## src/common/spreading_code_config_pkg.sv

```systemverilog
// constants for the spreading code configuration block
package spreading_code_config_pkg;
  // register byte addresses on the serial port
  localparam logic [5:0] ADDR_RADIO_MODE_CONTROL = 6'h03;
  localparam logic [5:0] ADDR_SPREADING_CONFIG = 6'h04;
  localparam logic [5:0] ADDR_SPREADING_CODE_LO = 6'h11;
  localparam logic [5:0] ADDR_SPREADING_CODE_HI = 6'h18;
  localparam logic [5:0] ADDR_SYNTH_SETTLE_COUNT = 6'h38;

  // radio_mode_control fields
  localparam int CTRL_RX_ENABLE = 7;
  localparam int CTRL_TX_ENABLE = 6;
  localparam int CTRL_CODE_HALF_SELECT = 5;
  localparam int CTRL_LOCK_BYPASS = 4;
  localparam int CTRL_AMP_OVERRIDE = 3;
  localparam int CTRL_AMP_ON_REQUEST = 2;
  localparam logic [7:0] CTRL_WRITE_MASK = 8'hFC;

  // spreading_config fields
  localparam int CFG_CHIPS_32 = 2;
  localparam int CFG_DOUBLE_RATE = 1;
  localparam int CFG_OVERSAMPLE_12X = 0;
  localparam logic [7:0] CFG_WRITE_MASK = 8'h07;

  // reset values
  localparam logic [7:0] CTRL_RESET = 8'h00;
  localparam logic [7:0] CFG_RESET = 8'h00;
  localparam logic [7:0] SETTLE_COUNT_RESET = 8'h64;
  localparam logic [63:0] SPREADING_CODE_RESET = 64'h1E8B_6A3D_E0E9_B222;

  // serial command byte: bit 7 set means write, bits 5:0 the start address
  localparam int CMD_WRITE_BIT = 7;

  // timing
  localparam int CLK_PERIOD_NS = 20;
  localparam int SETTLE_UNIT_NS = 2000;
  localparam int SETTLE_UNIT_CYCLES = (SETTLE_UNIT_NS / CLK_PERIOD_NS > 0) ?
                                      SETTLE_UNIT_NS / CLK_PERIOD_NS : 1;

  typedef enum logic [1:0] {S_IDLE, S_WAIT_LOCK, S_SETTLE, S_READY} seq_state_e;
endpackage : spreading_code_config_pkg

```

## src/verilog/spreading_code_config.sv

```systemverilog
// spreading code configuration registers, serial port and synthesizer settle sequencer
`timescale 1ns/1ps
`default_nettype none

// What this block does
// - 32-chip normal rate: half select 1 picks upper 32 code bits, 0 the lower.
// - half select matters only while 32-chip normal rate codes are selected.
// - lock bypass 1: skip lock indication, wait settle count in 2 us units.
// - lock bypass 0: wait for lock, then the settle count.
// - override 0: baseband switches amplifier; override 1: amplifier follows amp-on bit.
// - amp-on bit drives amplifier only while override is 1.
// - chips-per-bit bit 1 selects 32-chip codes, 0 selects 64-chip codes.
// - double rate: two bits per code period, even bit counts; else one.
// - double rate applies only with 32-chip codes.
// - double rate splits the stored 64-chip code into two 32-chip halves.
// - normal rate 32-chip mode offers two different 32-chip codes to correlators.
// - oversampling bit 1 gives 12x, 0 gives 6x.
// - 12x only with 32-chip normal rate; otherwise the bit is ignored.
// - 64-bit code spans eight addresses, lowest address least significant byte.
module spreading_code_config (
  // clock and reset
  input wire logic mclk,
  input wire logic rst,
  // serial register port
  input wire logic spi_sck,
  input wire logic spi_mosi,
  input wire logic spi_ss_n,
  output logic spi_miso,
  output logic spi_miso_oe_n,
  // synthesizer
  input wire logic synth_lock,
  // baseband configuration
  output logic chips_32,
  output logic double_rate,
  output logic oversample_12x,
  output logic [1:0] bits_per_period,
  output logic [31:0] code_a,
  output logic [31:0] code_b,
  output logic [63:0] code_full,
  // radio path
  output logic rx_enable,
  output logic tx_enable,
  output logic path_release,
  output logic amp_enable
);
  localparam int DIV_W = $clog2(spreading_code_config_pkg::SETTLE_UNIT_CYCLES + 1);
  localparam logic [DIV_W-1:0] DIV_LAST =
    DIV_W'(spreading_code_config_pkg::SETTLE_UNIT_CYCLES - 1);

  logic sck_s1, sck_s2, sck_s3, mosi_s1, mosi_s2, ss_s1, ss_s2, lock_s1, lock_s2;
  logic [2:0] bit_cnt_q;
  logic [6:0] rx_q;
  logic [7:0] tx_q;
  logic first_q, is_write_q;
  logic [5:0] addr_q;
  logic [7:0] ctrl_q, cfg_q, settle_cnt_q;
  logic [7:0] code_q [8];
  logic [63:0] code_word;
  spreading_code_config_pkg::seq_state_e state_q;
  logic [7:0] settle_left_q;
  logic [DIV_W-1:0] div_q;
  logic selected, sck_rise, sck_fall, byte_done, wr_en, run;
  logic [7:0] wr_data;

  // pin synchronisers
  always_ff @(posedge mclk) begin
    if (rst) begin
      {sck_s3, sck_s2, sck_s1} <= 3'h0;
      {mosi_s2, mosi_s1} <= 2'h0;
      {ss_s2, ss_s1} <= 2'h3;
      {lock_s2, lock_s1} <= 2'h0;
    end else begin
      {sck_s3, sck_s2, sck_s1} <= {sck_s2, sck_s1, spi_sck};
      {mosi_s2, mosi_s1} <= {mosi_s1, spi_mosi};
      {ss_s2, ss_s1} <= {ss_s1, spi_ss_n};
      {lock_s2, lock_s1} <= {lock_s1, synth_lock};
    end
  end

  assign selected = ~ss_s2;
  assign sck_rise = selected & sck_s2 & ~sck_s3;
  assign sck_fall = selected & ~sck_s2 & sck_s3;
  assign byte_done = sck_rise & (bit_cnt_q == 3'h7);
  assign wr_data = {rx_q, mosi_s2};
  assign wr_en = byte_done & ~first_q & is_write_q;
  assign run = ctrl_q[spreading_code_config_pkg::CTRL_RX_ENABLE] |
               ctrl_q[spreading_code_config_pkg::CTRL_TX_ENABLE];

  always_comb begin
    for (int i = 0; i < 8; i++) begin
      code_word[8*i +: 8] = code_q[i];
    end
  end

  function automatic logic in_code(input logic [5:0] a);
    return a >= spreading_code_config_pkg::ADDR_SPREADING_CODE_LO &&
           a <= spreading_code_config_pkg::ADDR_SPREADING_CODE_HI;
  endfunction : in_code

  function automatic logic [7:0] reg_read(input logic [5:0] a);
    logic [2:0] idx;
    idx = 3'(a - spreading_code_config_pkg::ADDR_SPREADING_CODE_LO);
    if (a == spreading_code_config_pkg::ADDR_RADIO_MODE_CONTROL) return ctrl_q;
    if (a == spreading_code_config_pkg::ADDR_SPREADING_CONFIG) return cfg_q;
    if (a == spreading_code_config_pkg::ADDR_SYNTH_SETTLE_COUNT) return settle_cnt_q;
    if (in_code(a)) return code_q[idx];
    return 8'h00;
  endfunction : reg_read

  // serial byte framing: command byte, then data bytes at rising addresses
  always_ff @(posedge mclk) begin
    if (rst) begin
      bit_cnt_q <= 3'h0;
      rx_q <= 7'h00;
      tx_q <= 8'h00;
      first_q <= 1'b1;
      is_write_q <= 1'b0;
      addr_q <= 6'h00;
    end else if (!selected) begin
      bit_cnt_q <= 3'h0;
      first_q <= 1'b1;
    end else if (sck_rise) begin
      rx_q <= wr_data[6:0];
      bit_cnt_q <= bit_cnt_q + 3'h1;
      tx_q <= {tx_q[6:0], 1'b0};
      if (byte_done && first_q) begin
        first_q <= 1'b0;
        is_write_q <= wr_data[spreading_code_config_pkg::CMD_WRITE_BIT];
        addr_q <= wr_data[5:0];
        tx_q <= reg_read(wr_data[5:0]);
      end else if (byte_done) begin
        addr_q <= addr_q + 6'h01;
        tx_q <= reg_read(addr_q + 6'h01);
      end
    end
  end

  always_ff @(posedge mclk) begin
    if (rst) begin
      spi_miso <= 1'b0;
      spi_miso_oe_n <= 1'b1;
    end else begin
      spi_miso_oe_n <= ~selected;
      if (sck_fall) spi_miso <= tx_q[7];
    end
  end

  // register writes; reserved bits are held at zero
  always_ff @(posedge mclk) begin
    if (rst) begin
      ctrl_q <= spreading_code_config_pkg::CTRL_RESET;
      cfg_q <= spreading_code_config_pkg::CFG_RESET;
      settle_cnt_q <= spreading_code_config_pkg::SETTLE_COUNT_RESET;
      for (int i = 0; i < 8; i++) begin
        code_q[i] <= spreading_code_config_pkg::SPREADING_CODE_RESET[8*i +: 8];
      end
    end else if (wr_en) begin
      if (addr_q == spreading_code_config_pkg::ADDR_RADIO_MODE_CONTROL)
        ctrl_q <= wr_data & spreading_code_config_pkg::CTRL_WRITE_MASK;
      if (addr_q == spreading_code_config_pkg::ADDR_SPREADING_CONFIG)
        cfg_q <= wr_data & spreading_code_config_pkg::CFG_WRITE_MASK;
      if (addr_q == spreading_code_config_pkg::ADDR_SYNTH_SETTLE_COUNT)
        settle_cnt_q <= wr_data;
      if (in_code(addr_q))
        code_q[3'(addr_q - spreading_code_config_pkg::ADDR_SPREADING_CODE_LO)] <= wr_data;
    end
  end

  // effective baseband configuration
  always_ff @(posedge mclk) begin
    if (rst) begin
      chips_32 <= 1'b0;
      double_rate <= 1'b0;
      oversample_12x <= 1'b0;
      bits_per_period <= 2'h1;
      code_a <= 32'h0000_0000;
      code_b <= 32'h0000_0000;
      code_full <= 64'h0000_0000_0000_0000;
    end else begin
      code_full <= code_word;
      chips_32 <= cfg_q[spreading_code_config_pkg::CFG_CHIPS_32];
      double_rate <= cfg_q[spreading_code_config_pkg::CFG_CHIPS_32] &
                     cfg_q[spreading_code_config_pkg::CFG_DOUBLE_RATE];
      bits_per_period <= (cfg_q[spreading_code_config_pkg::CFG_CHIPS_32] &
                          cfg_q[spreading_code_config_pkg::CFG_DOUBLE_RATE]) ? 2'h2 : 2'h1;
      oversample_12x <= cfg_q[spreading_code_config_pkg::CFG_CHIPS_32] &
                        ~cfg_q[spreading_code_config_pkg::CFG_DOUBLE_RATE] &
                        cfg_q[spreading_code_config_pkg::CFG_OVERSAMPLE_12X];
      if (!cfg_q[spreading_code_config_pkg::CFG_CHIPS_32]) begin
        code_a <= code_word[31:0];
        code_b <= code_word[63:32];
      end else if (cfg_q[spreading_code_config_pkg::CFG_DOUBLE_RATE]) begin
        code_a <= code_word[31:0];
        code_b <= code_word[63:32];
      end else if (ctrl_q[spreading_code_config_pkg::CTRL_CODE_HALF_SELECT]) begin
        code_a <= code_word[63:32];
        code_b <= code_word[31:0];
      end else begin
        code_a <= code_word[31:0];
        code_b <= code_word[63:32];
      end
    end
  end

  // synthesizer settle sequencer
  always_ff @(posedge mclk) begin
    if (rst) begin
      state_q <= spreading_code_config_pkg::S_IDLE;
    end else if (!run) begin
      state_q <= spreading_code_config_pkg::S_IDLE;
    end else begin
      unique case (state_q)
        spreading_code_config_pkg::S_IDLE: begin
          state_q <= ctrl_q[spreading_code_config_pkg::CTRL_LOCK_BYPASS] ?
                     spreading_code_config_pkg::S_SETTLE :
                     spreading_code_config_pkg::S_WAIT_LOCK;
        end
        spreading_code_config_pkg::S_WAIT_LOCK: begin
          if (lock_s2) state_q <= spreading_code_config_pkg::S_SETTLE;
        end
        spreading_code_config_pkg::S_SETTLE: begin
          if (settle_left_q == 8'h00) state_q <= spreading_code_config_pkg::S_READY;
        end
        spreading_code_config_pkg::S_READY: begin
          state_q <= spreading_code_config_pkg::S_READY;
        end
      endcase
    end
  end

  always_ff @(posedge mclk) begin
    if (rst) begin
      settle_left_q <= 8'h00;
      div_q <= '0;
    end else if (state_q != spreading_code_config_pkg::S_SETTLE) begin
      settle_left_q <= settle_cnt_q;
      div_q <= '0;
    end else if (div_q == DIV_LAST) begin
      div_q <= '0;
      if (settle_left_q != 8'h00) settle_left_q <= settle_left_q - 8'h01;
    end else begin
      div_q <= div_q + DIV_W'(1);
    end
  end

  always_ff @(posedge mclk) begin
    if (rst) begin
      rx_enable <= 1'b0;
      tx_enable <= 1'b0;
      path_release <= 1'b0;
      amp_enable <= 1'b0;
    end else begin
      rx_enable <= ctrl_q[spreading_code_config_pkg::CTRL_RX_ENABLE];
      tx_enable <= ctrl_q[spreading_code_config_pkg::CTRL_TX_ENABLE];
      path_release <= run && state_q == spreading_code_config_pkg::S_READY;
      amp_enable <= ctrl_q[spreading_code_config_pkg::CTRL_AMP_OVERRIDE] ?
                    ctrl_q[spreading_code_config_pkg::CTRL_AMP_ON_REQUEST] :
                    (ctrl_q[spreading_code_config_pkg::CTRL_TX_ENABLE] & path_release);
    end
  end
endmodule : spreading_code_config

`default_nettype wire

```

## config.mk

```make
export PLATFORM = sky130hd
export DESIGN_NAME = spreading_code_config
export DESIGN_NICKNAME = d
export VERILOG_FILES = /design/src/common/spreading_code_config_pkg.sv /design/src/verilog/spreading_code_config.sv
export SDC_FILE = /design/constraint.sdc
export NUM_CORES = 1
export LEC_CHECK = 0
export BUFFER_PORTS_ARGS = -buffer_cell sky130_fd_sc_hd__buf_2
export CORE_UTILIZATION = 48
export DETAILED_ROUTE_END_ITERATION = 7
export HOLD_SLACK_MARGIN = 0.03
export PLACE_DENSITY_LB_ADDON = 0.25
export SYNTH_ARGS = -nofsm -noshare
export SYNTH_HDL_FRONTEND = slang
export SYNTH_SLANG_ARGS = --single-unit
```

## constraint.sdc

```tcl
create_clock -name mclk -period 4.1 [get_ports mclk]
set_clock_uncertainty 0.2 [all_clocks]
set_input_delay 0.82 -clock mclk [delete_from_list [all_inputs] [get_ports mclk]]
set_output_delay 0.82 -clock mclk [all_outputs]
set_load 0.05 [all_outputs]
```

; Word-level counts from Yosys, hierarchy flattened
; Memory sizes are Yosys's and may differ from the RTL's.
; Cells that the tools add are included.
[word_totals]
register_bits = 208
latchBits = 0
ramBits = 64
mem_bits_ro = 0
out_inout_bits = 139
wordCells = 207
mem_count = 1
[memory_table]
columns = memory, words, width, read_ports, rd_ports_with_merged_regs, wr, line_no
row1 = code_q, 8, 8, 10, 0, 8, spreading_code_config.sv:57  ; logic [7:0] code_q [8];
[op_classes]
n_addsub = 7
multipliers = 0
div_mod_pow = 0
magnitude_cmp = 6
eq_ne = 17
shifts = 0
n_mux = 100
n_bitwise = 18
reduce_logical = 24
[ops]
columns = cell, n
row1 = 32-bit two-way mux, 6
row2 = 8-bit two-way mux, 22
row3 = 1-bit two-way mux, 64
row4 = 6-bit by 2-bit == test with 1-bit output (second input constant), 3
row5 = 6-bit by 3-bit == test with 1-bit output (second input constant), 3
row6 = 6-bit == test (second input constant), 3
row7 = 6-bit by 5-bit greater-or-equal comparator with 1-bit output (second input constant), 3
row8 = 6-bit by 5-bit less-or-equal comparator with 1-bit output (second input constant), 3
row9 = 2-bit AND reduction, 7
row10 = 6-bit two-way mux, 2
row11 = 1-bit AND, 11
row12 = 3-bit by 1-bit subtractor with 3-bit output (second input constant), 3
row13 = 8-bit logical NOT, 1
row14 = 2-bit two-way mux, 4
row15 = 2-bit case mux with 4 select lines, 1
row16 = 8-bit nonzero test, 1
row17 = 8-bit OR reduction, 1
row18 = 8-bit by 1-bit subtractor with 8-bit output (second input constant), 1
row19 = 7-bit by 1-bit adder with 7-bit output (second input constant), 1
row20 = 7-bit == test (second input constant), 1
row21 = 6-bit by 1-bit adder with 6-bit output (second input constant), 1
row22 = 2-bit != test (second input constant), 3
row23 = 1-bit NOT, 6
row24 = 3-bit AND reduction, 2
row25 = other kinds (11), 19

; Longest topological paths before layout
[depth]
depth_word = 36
depth_mapped = 12

; Worst setup path before layout
; No wires, ideal clock.
[synth_timing]
path_type = reg2reg
from = register addr_q[0]
to = memory code_q[1][0], enable pin
setup_ns = 0.384
arrival_time_ns = 2.714
slack_ns = 0.802
stages_incl_launch_ff = 11
n_path_buf = 3
synth_period_minus_slack_ns = 3.298
cell_sequence = dfxtp_1 clkbuf_1 inv_1 buf_2 ha_1 nor4b_1 a2111oi_0 and4_1 nand2_1 clkbuf_1 o21ai_0
[synth_lines]
columns = element, line_no
row1 = start: declaration, spreading_code_config.sv:55  ; logic [5:0] addr_q;
row2 = start signal: assignment, spreading_code_config.sv:129  ; addr_q <= wr_data[5:0];
row3 = start signal: assignment, spreading_code_config.sv:132  ; addr_q <= addr_q + 6'h01;
row4 = end: declaration, spreading_code_config.sv:57

==> reports/metrics.json <==
{
  "run_status": "finished with violations",
  "failing_checks": "design-rule violations",
  "max_slew_violation_count": 0,
  "first_global_vias": 7939,
  "slowest_stage": "dfxtp_1",
  "detailedRoute.firstIterationViolations": 788,
  "synth.top_cells.by_area": "dfxtp_1 (37%), edfxtp_1 (17%), mux4_2 (5.3%)",
  "finalWirelength_mm": 29.83,
  "setup.worst_path.end_class": "flop",
  "die_area_sq_mm": 0.02366,
  "dp_hpwl_mm": 20.87,
  "timing.final.setup_violations": 0,
  "drcViolationCount": 2,
  "clk_transition_reported_paths_ns": 0.06,
  "rsz0062_at_grt": "no",
  "max-cap-violations": 0,
  "p_leak_nw": 5.044,
  "critical_path_peak_fanout": 12,
  "layout.cells.non_filler": 1421,
  "crit_chain": "inv_1 -> ha_1 -> nor4b_1 -> a2111oi_0 -> and4_1 -> nand2_1 -> or3_1 -> nand2_1",
  "layout.cells.most_common": "dfxtp_1",
  "cts.repair_timing.setup_buffer_count": 0,
  "grt_usage_pct": 25.14,
  "synth_async_sr_flop_share_pct": 0,
  "cts.hold.buffers_added": 0,
  "most-common-layout-cells": "dfxtp_1 (207), buf_2 (143), nor2b_1 (77)",
  "timing.final.hold_violations": 0,
  "fmaxAchievable_mhz": 288.1,
  "edff_count_synth": 64,
  "cp_data_required_time_ns": 4.10,
  "timing_worst_slew_pin_value_ns": 1.169,
  "worstPathBufferInverterCount": 1,
  "syn_inst": 984,
  "post-route-cell-area_sq_mm": 0.01303,
  "number_of_nets_with_antenna_violations_after_detailed_routing": 0,
  "power.switching_mw": 1.445,
  "drt-vias-per-instance": 5.872,
  "final_period_minus_worst_setup_slack_ns": 3.471,
  "finalWeightedCongestion": 0.9210,
  "netlist.area_leader.share_pct": 37.46,
  "count_of_warnings_emitted_by_yosys": 0,
  "max_slew_margin_pct": 21.85,
  "critical_path.top_delay_family": "simple AND/OR/NAND/NOR gates",
  "layout-drive-gt1-share_pct": 23.68,
  "ioPinCount": 145,
  "number_of_fill_cells": 1919,
  "overflow": 0,
  "netlist-cell-type-count": 72,
  "syn_area_per_cell_sq_um": 11.24,
  "antenna_cells_inserted": 0,
  "finalCritPeriodShare_pct": 84.67,
  "hold_ws_ns": 0.2126,
  "cts_bufs_inserted": 28,
  "area_delta_synth_final_pct": 17.77,
  "die_width_um": 153.8,
  "power.clock.fraction_pct": 44.5,
  "setup.worst_path.class": "flop to flop",
  "floorplan.core_area_sq_mm": 0.02264,
  "switching_share_pct": 24.07,
  "clock_sinks": 271,
  "startpoint_type": "flop",
  "pwr-share-comb_pct": 7.6,
  "cts.root.buffer_cell": "clkbuf_16",
  "dr_total_vias": 8344,
  "synth.cell_area_sq_mm": 0.01106,
  "cts.repair.resized": 0,
  "cts_tree": "done",
  "synth.yosys.seq_area_share_pct": 54.84,
  "syn_nets": 1005,
  "critical_path.most_common_cell": "nand2_1",
  "htree_levels": 1,
  "synth_area_leader_cell": "dfxtp_1",
  "longest_clk_path_bufs": 3,
  "port-buffer-count": 144,
  "grt_first_pass_wirelength_mm": 45.85,
  "worst_hold_path_type": "flop to flop",
  "antenna_found_initial": 0,
  "placement_rows": 55,
  "synthFlopType": "dfxtp_1",
  "numPlacedInstances": 1369,
  "clk-insertion-delay-late_ns": 0.54,
  "largest_net_degree_at_the_start_of_global_routing": 62,
  "irDropWorstVdd_mv": 0.3852,
  "finalSetupTns_ns": 0,
  "intPower_mw": 4.557,
  "critPathArrivalTime_ns": 3.47,
  "avgRoutedWirePerCell_um": 20.99,
  "initial_standard_cell_utilization_of_the_core_pct": 48.86,
  "cpPeakStageDelay_ns": 0.54,
  "die_h_um": 153.8,
  "nNetsFinal": 1135,
  "placement.cell_area_sq_mm": 0.01204,
  "seq_power_share_pct": 47.9,
  "synth-seq-cells": 271,
  "power_density_mw_per_mm2": 460.7,
  "first_pass_iteration_count_of_the_detailed_router": 7
}
power by group through the flow:
stage	sequential [mW]	clock [mW]	combinational [mW]
after floorplan	3.13	0	0.128
after global placement	2.93	0	0.449
after detailed placement	2.93	0	0.452
after CTS	2.87	2.71	0.454
after global routing	2.88	2.81	0.474
final	2.88	2.67	0.453
registers in the layout, summed over array words and instances, names as in the netlist, 2 cells and up:
| signal | flops |
|---|---|
| cfg_q | 3 |
| addr_q | 6 |
| settle_left_q | 8 |
| ctrl_q | 6 |
| rx_q | 7 |
| code_b | 32 |
| div_q | 7 |
| bit_cnt_q | 3 |
| tx_q | 8 |
| state_q | 2 |
| code_full | 64 |
| code_a | 32 |
| code_q | 64 |
| settle_cnt_q | 8 |
cell type report:
| type | count | area [sq um] | area share (%) |
|---|---|---|---|
| clock buffer | 35 | 789.5 | 6.060 |
| clock inverter | 17 | 198.9 | 1.527 |
| inverter | 23 | 86.33 | 0.6627 |
| multi-input combinational | 620 | 4612 | 35.40 |
| sequential | 271 | 6066 | 46.56 |
| tap | 285 | 356.6 | 2.737 |
| timing repair buffer | 170 | 918.4 | 7.050 |
cell usage after synthesis (all sizes together) (16+ instances only):
cell type	instances
nand3	16
dfxtp	207
nor2b	77
and2	18
clkbuf	47
mux4	26
inv	20
nand2	64
o21ai	18
nor2	70
edfxtp	64
a21oi	32
nor3	20
mux2i	46
o22a	65
buf	23
kinds of logic after synthesis:
group                    after synthesis  share of synthesized area [%]
AND/OR/NAND/NOR                      336                          16.43
flip-flops                           271                          54.84
adder cells (fa/ha/maj)               15                          1.697
multiplexers                          72                          9.456
AO/OA/AOI/OAI                        179                          12.29
XOR/XNOR                              18                          1.742
buffers and inverters                 93                          3.540
worst paths after layout:
| path | start | end | slack [ns] | cells after the start |
|---|---|---|---|---|
| worst max-delay path | addr_q[1]$_SDFFE_PP0P_ | code_q[2][1]$_SDFFCE_PN0P_ | 0.63 | 8 |
| worst min register to register | ss_s1$_SDFF_PP1_ | ss_s2$_SDFF_PP1_ | 0.21 | 1 |
| worst max register to register | addr_q[1]$_SDFFE_PP0P_ | code_q[2][1]$_SDFFCE_PN0P_ | 0.63 | 8 |
| worst min-delay path | ss_s1$_SDFF_PP1_ | ss_s2$_SDFF_PP1_ | 0.21 | 1 |
metal layers:
metal | GRT usage, % | part of all wire (%)
met1 | 35.59 | 43
met4 | 9.095 | 3.9
met5 | 0.8282 | 0
met2 | 37.19 | 43
met3 | 6.201 | 11
per-stage QoR:
step / utilization (%) / worst slack, ns / total power, mW
floorplan: - / 0.8018 / 3.260
global placement: 53.17 / 0.8351 / 3.381
detailed placement: 53.17 / 0.6958 / 3.383
CTS: 57.54 / 0.6839 / 6.038
global route: 57.54 / 0.3500 / 6.169
finish: 57.54 / 0.6286 / 6.002
No activity file was read; power rests on OpenSTA's default activity.
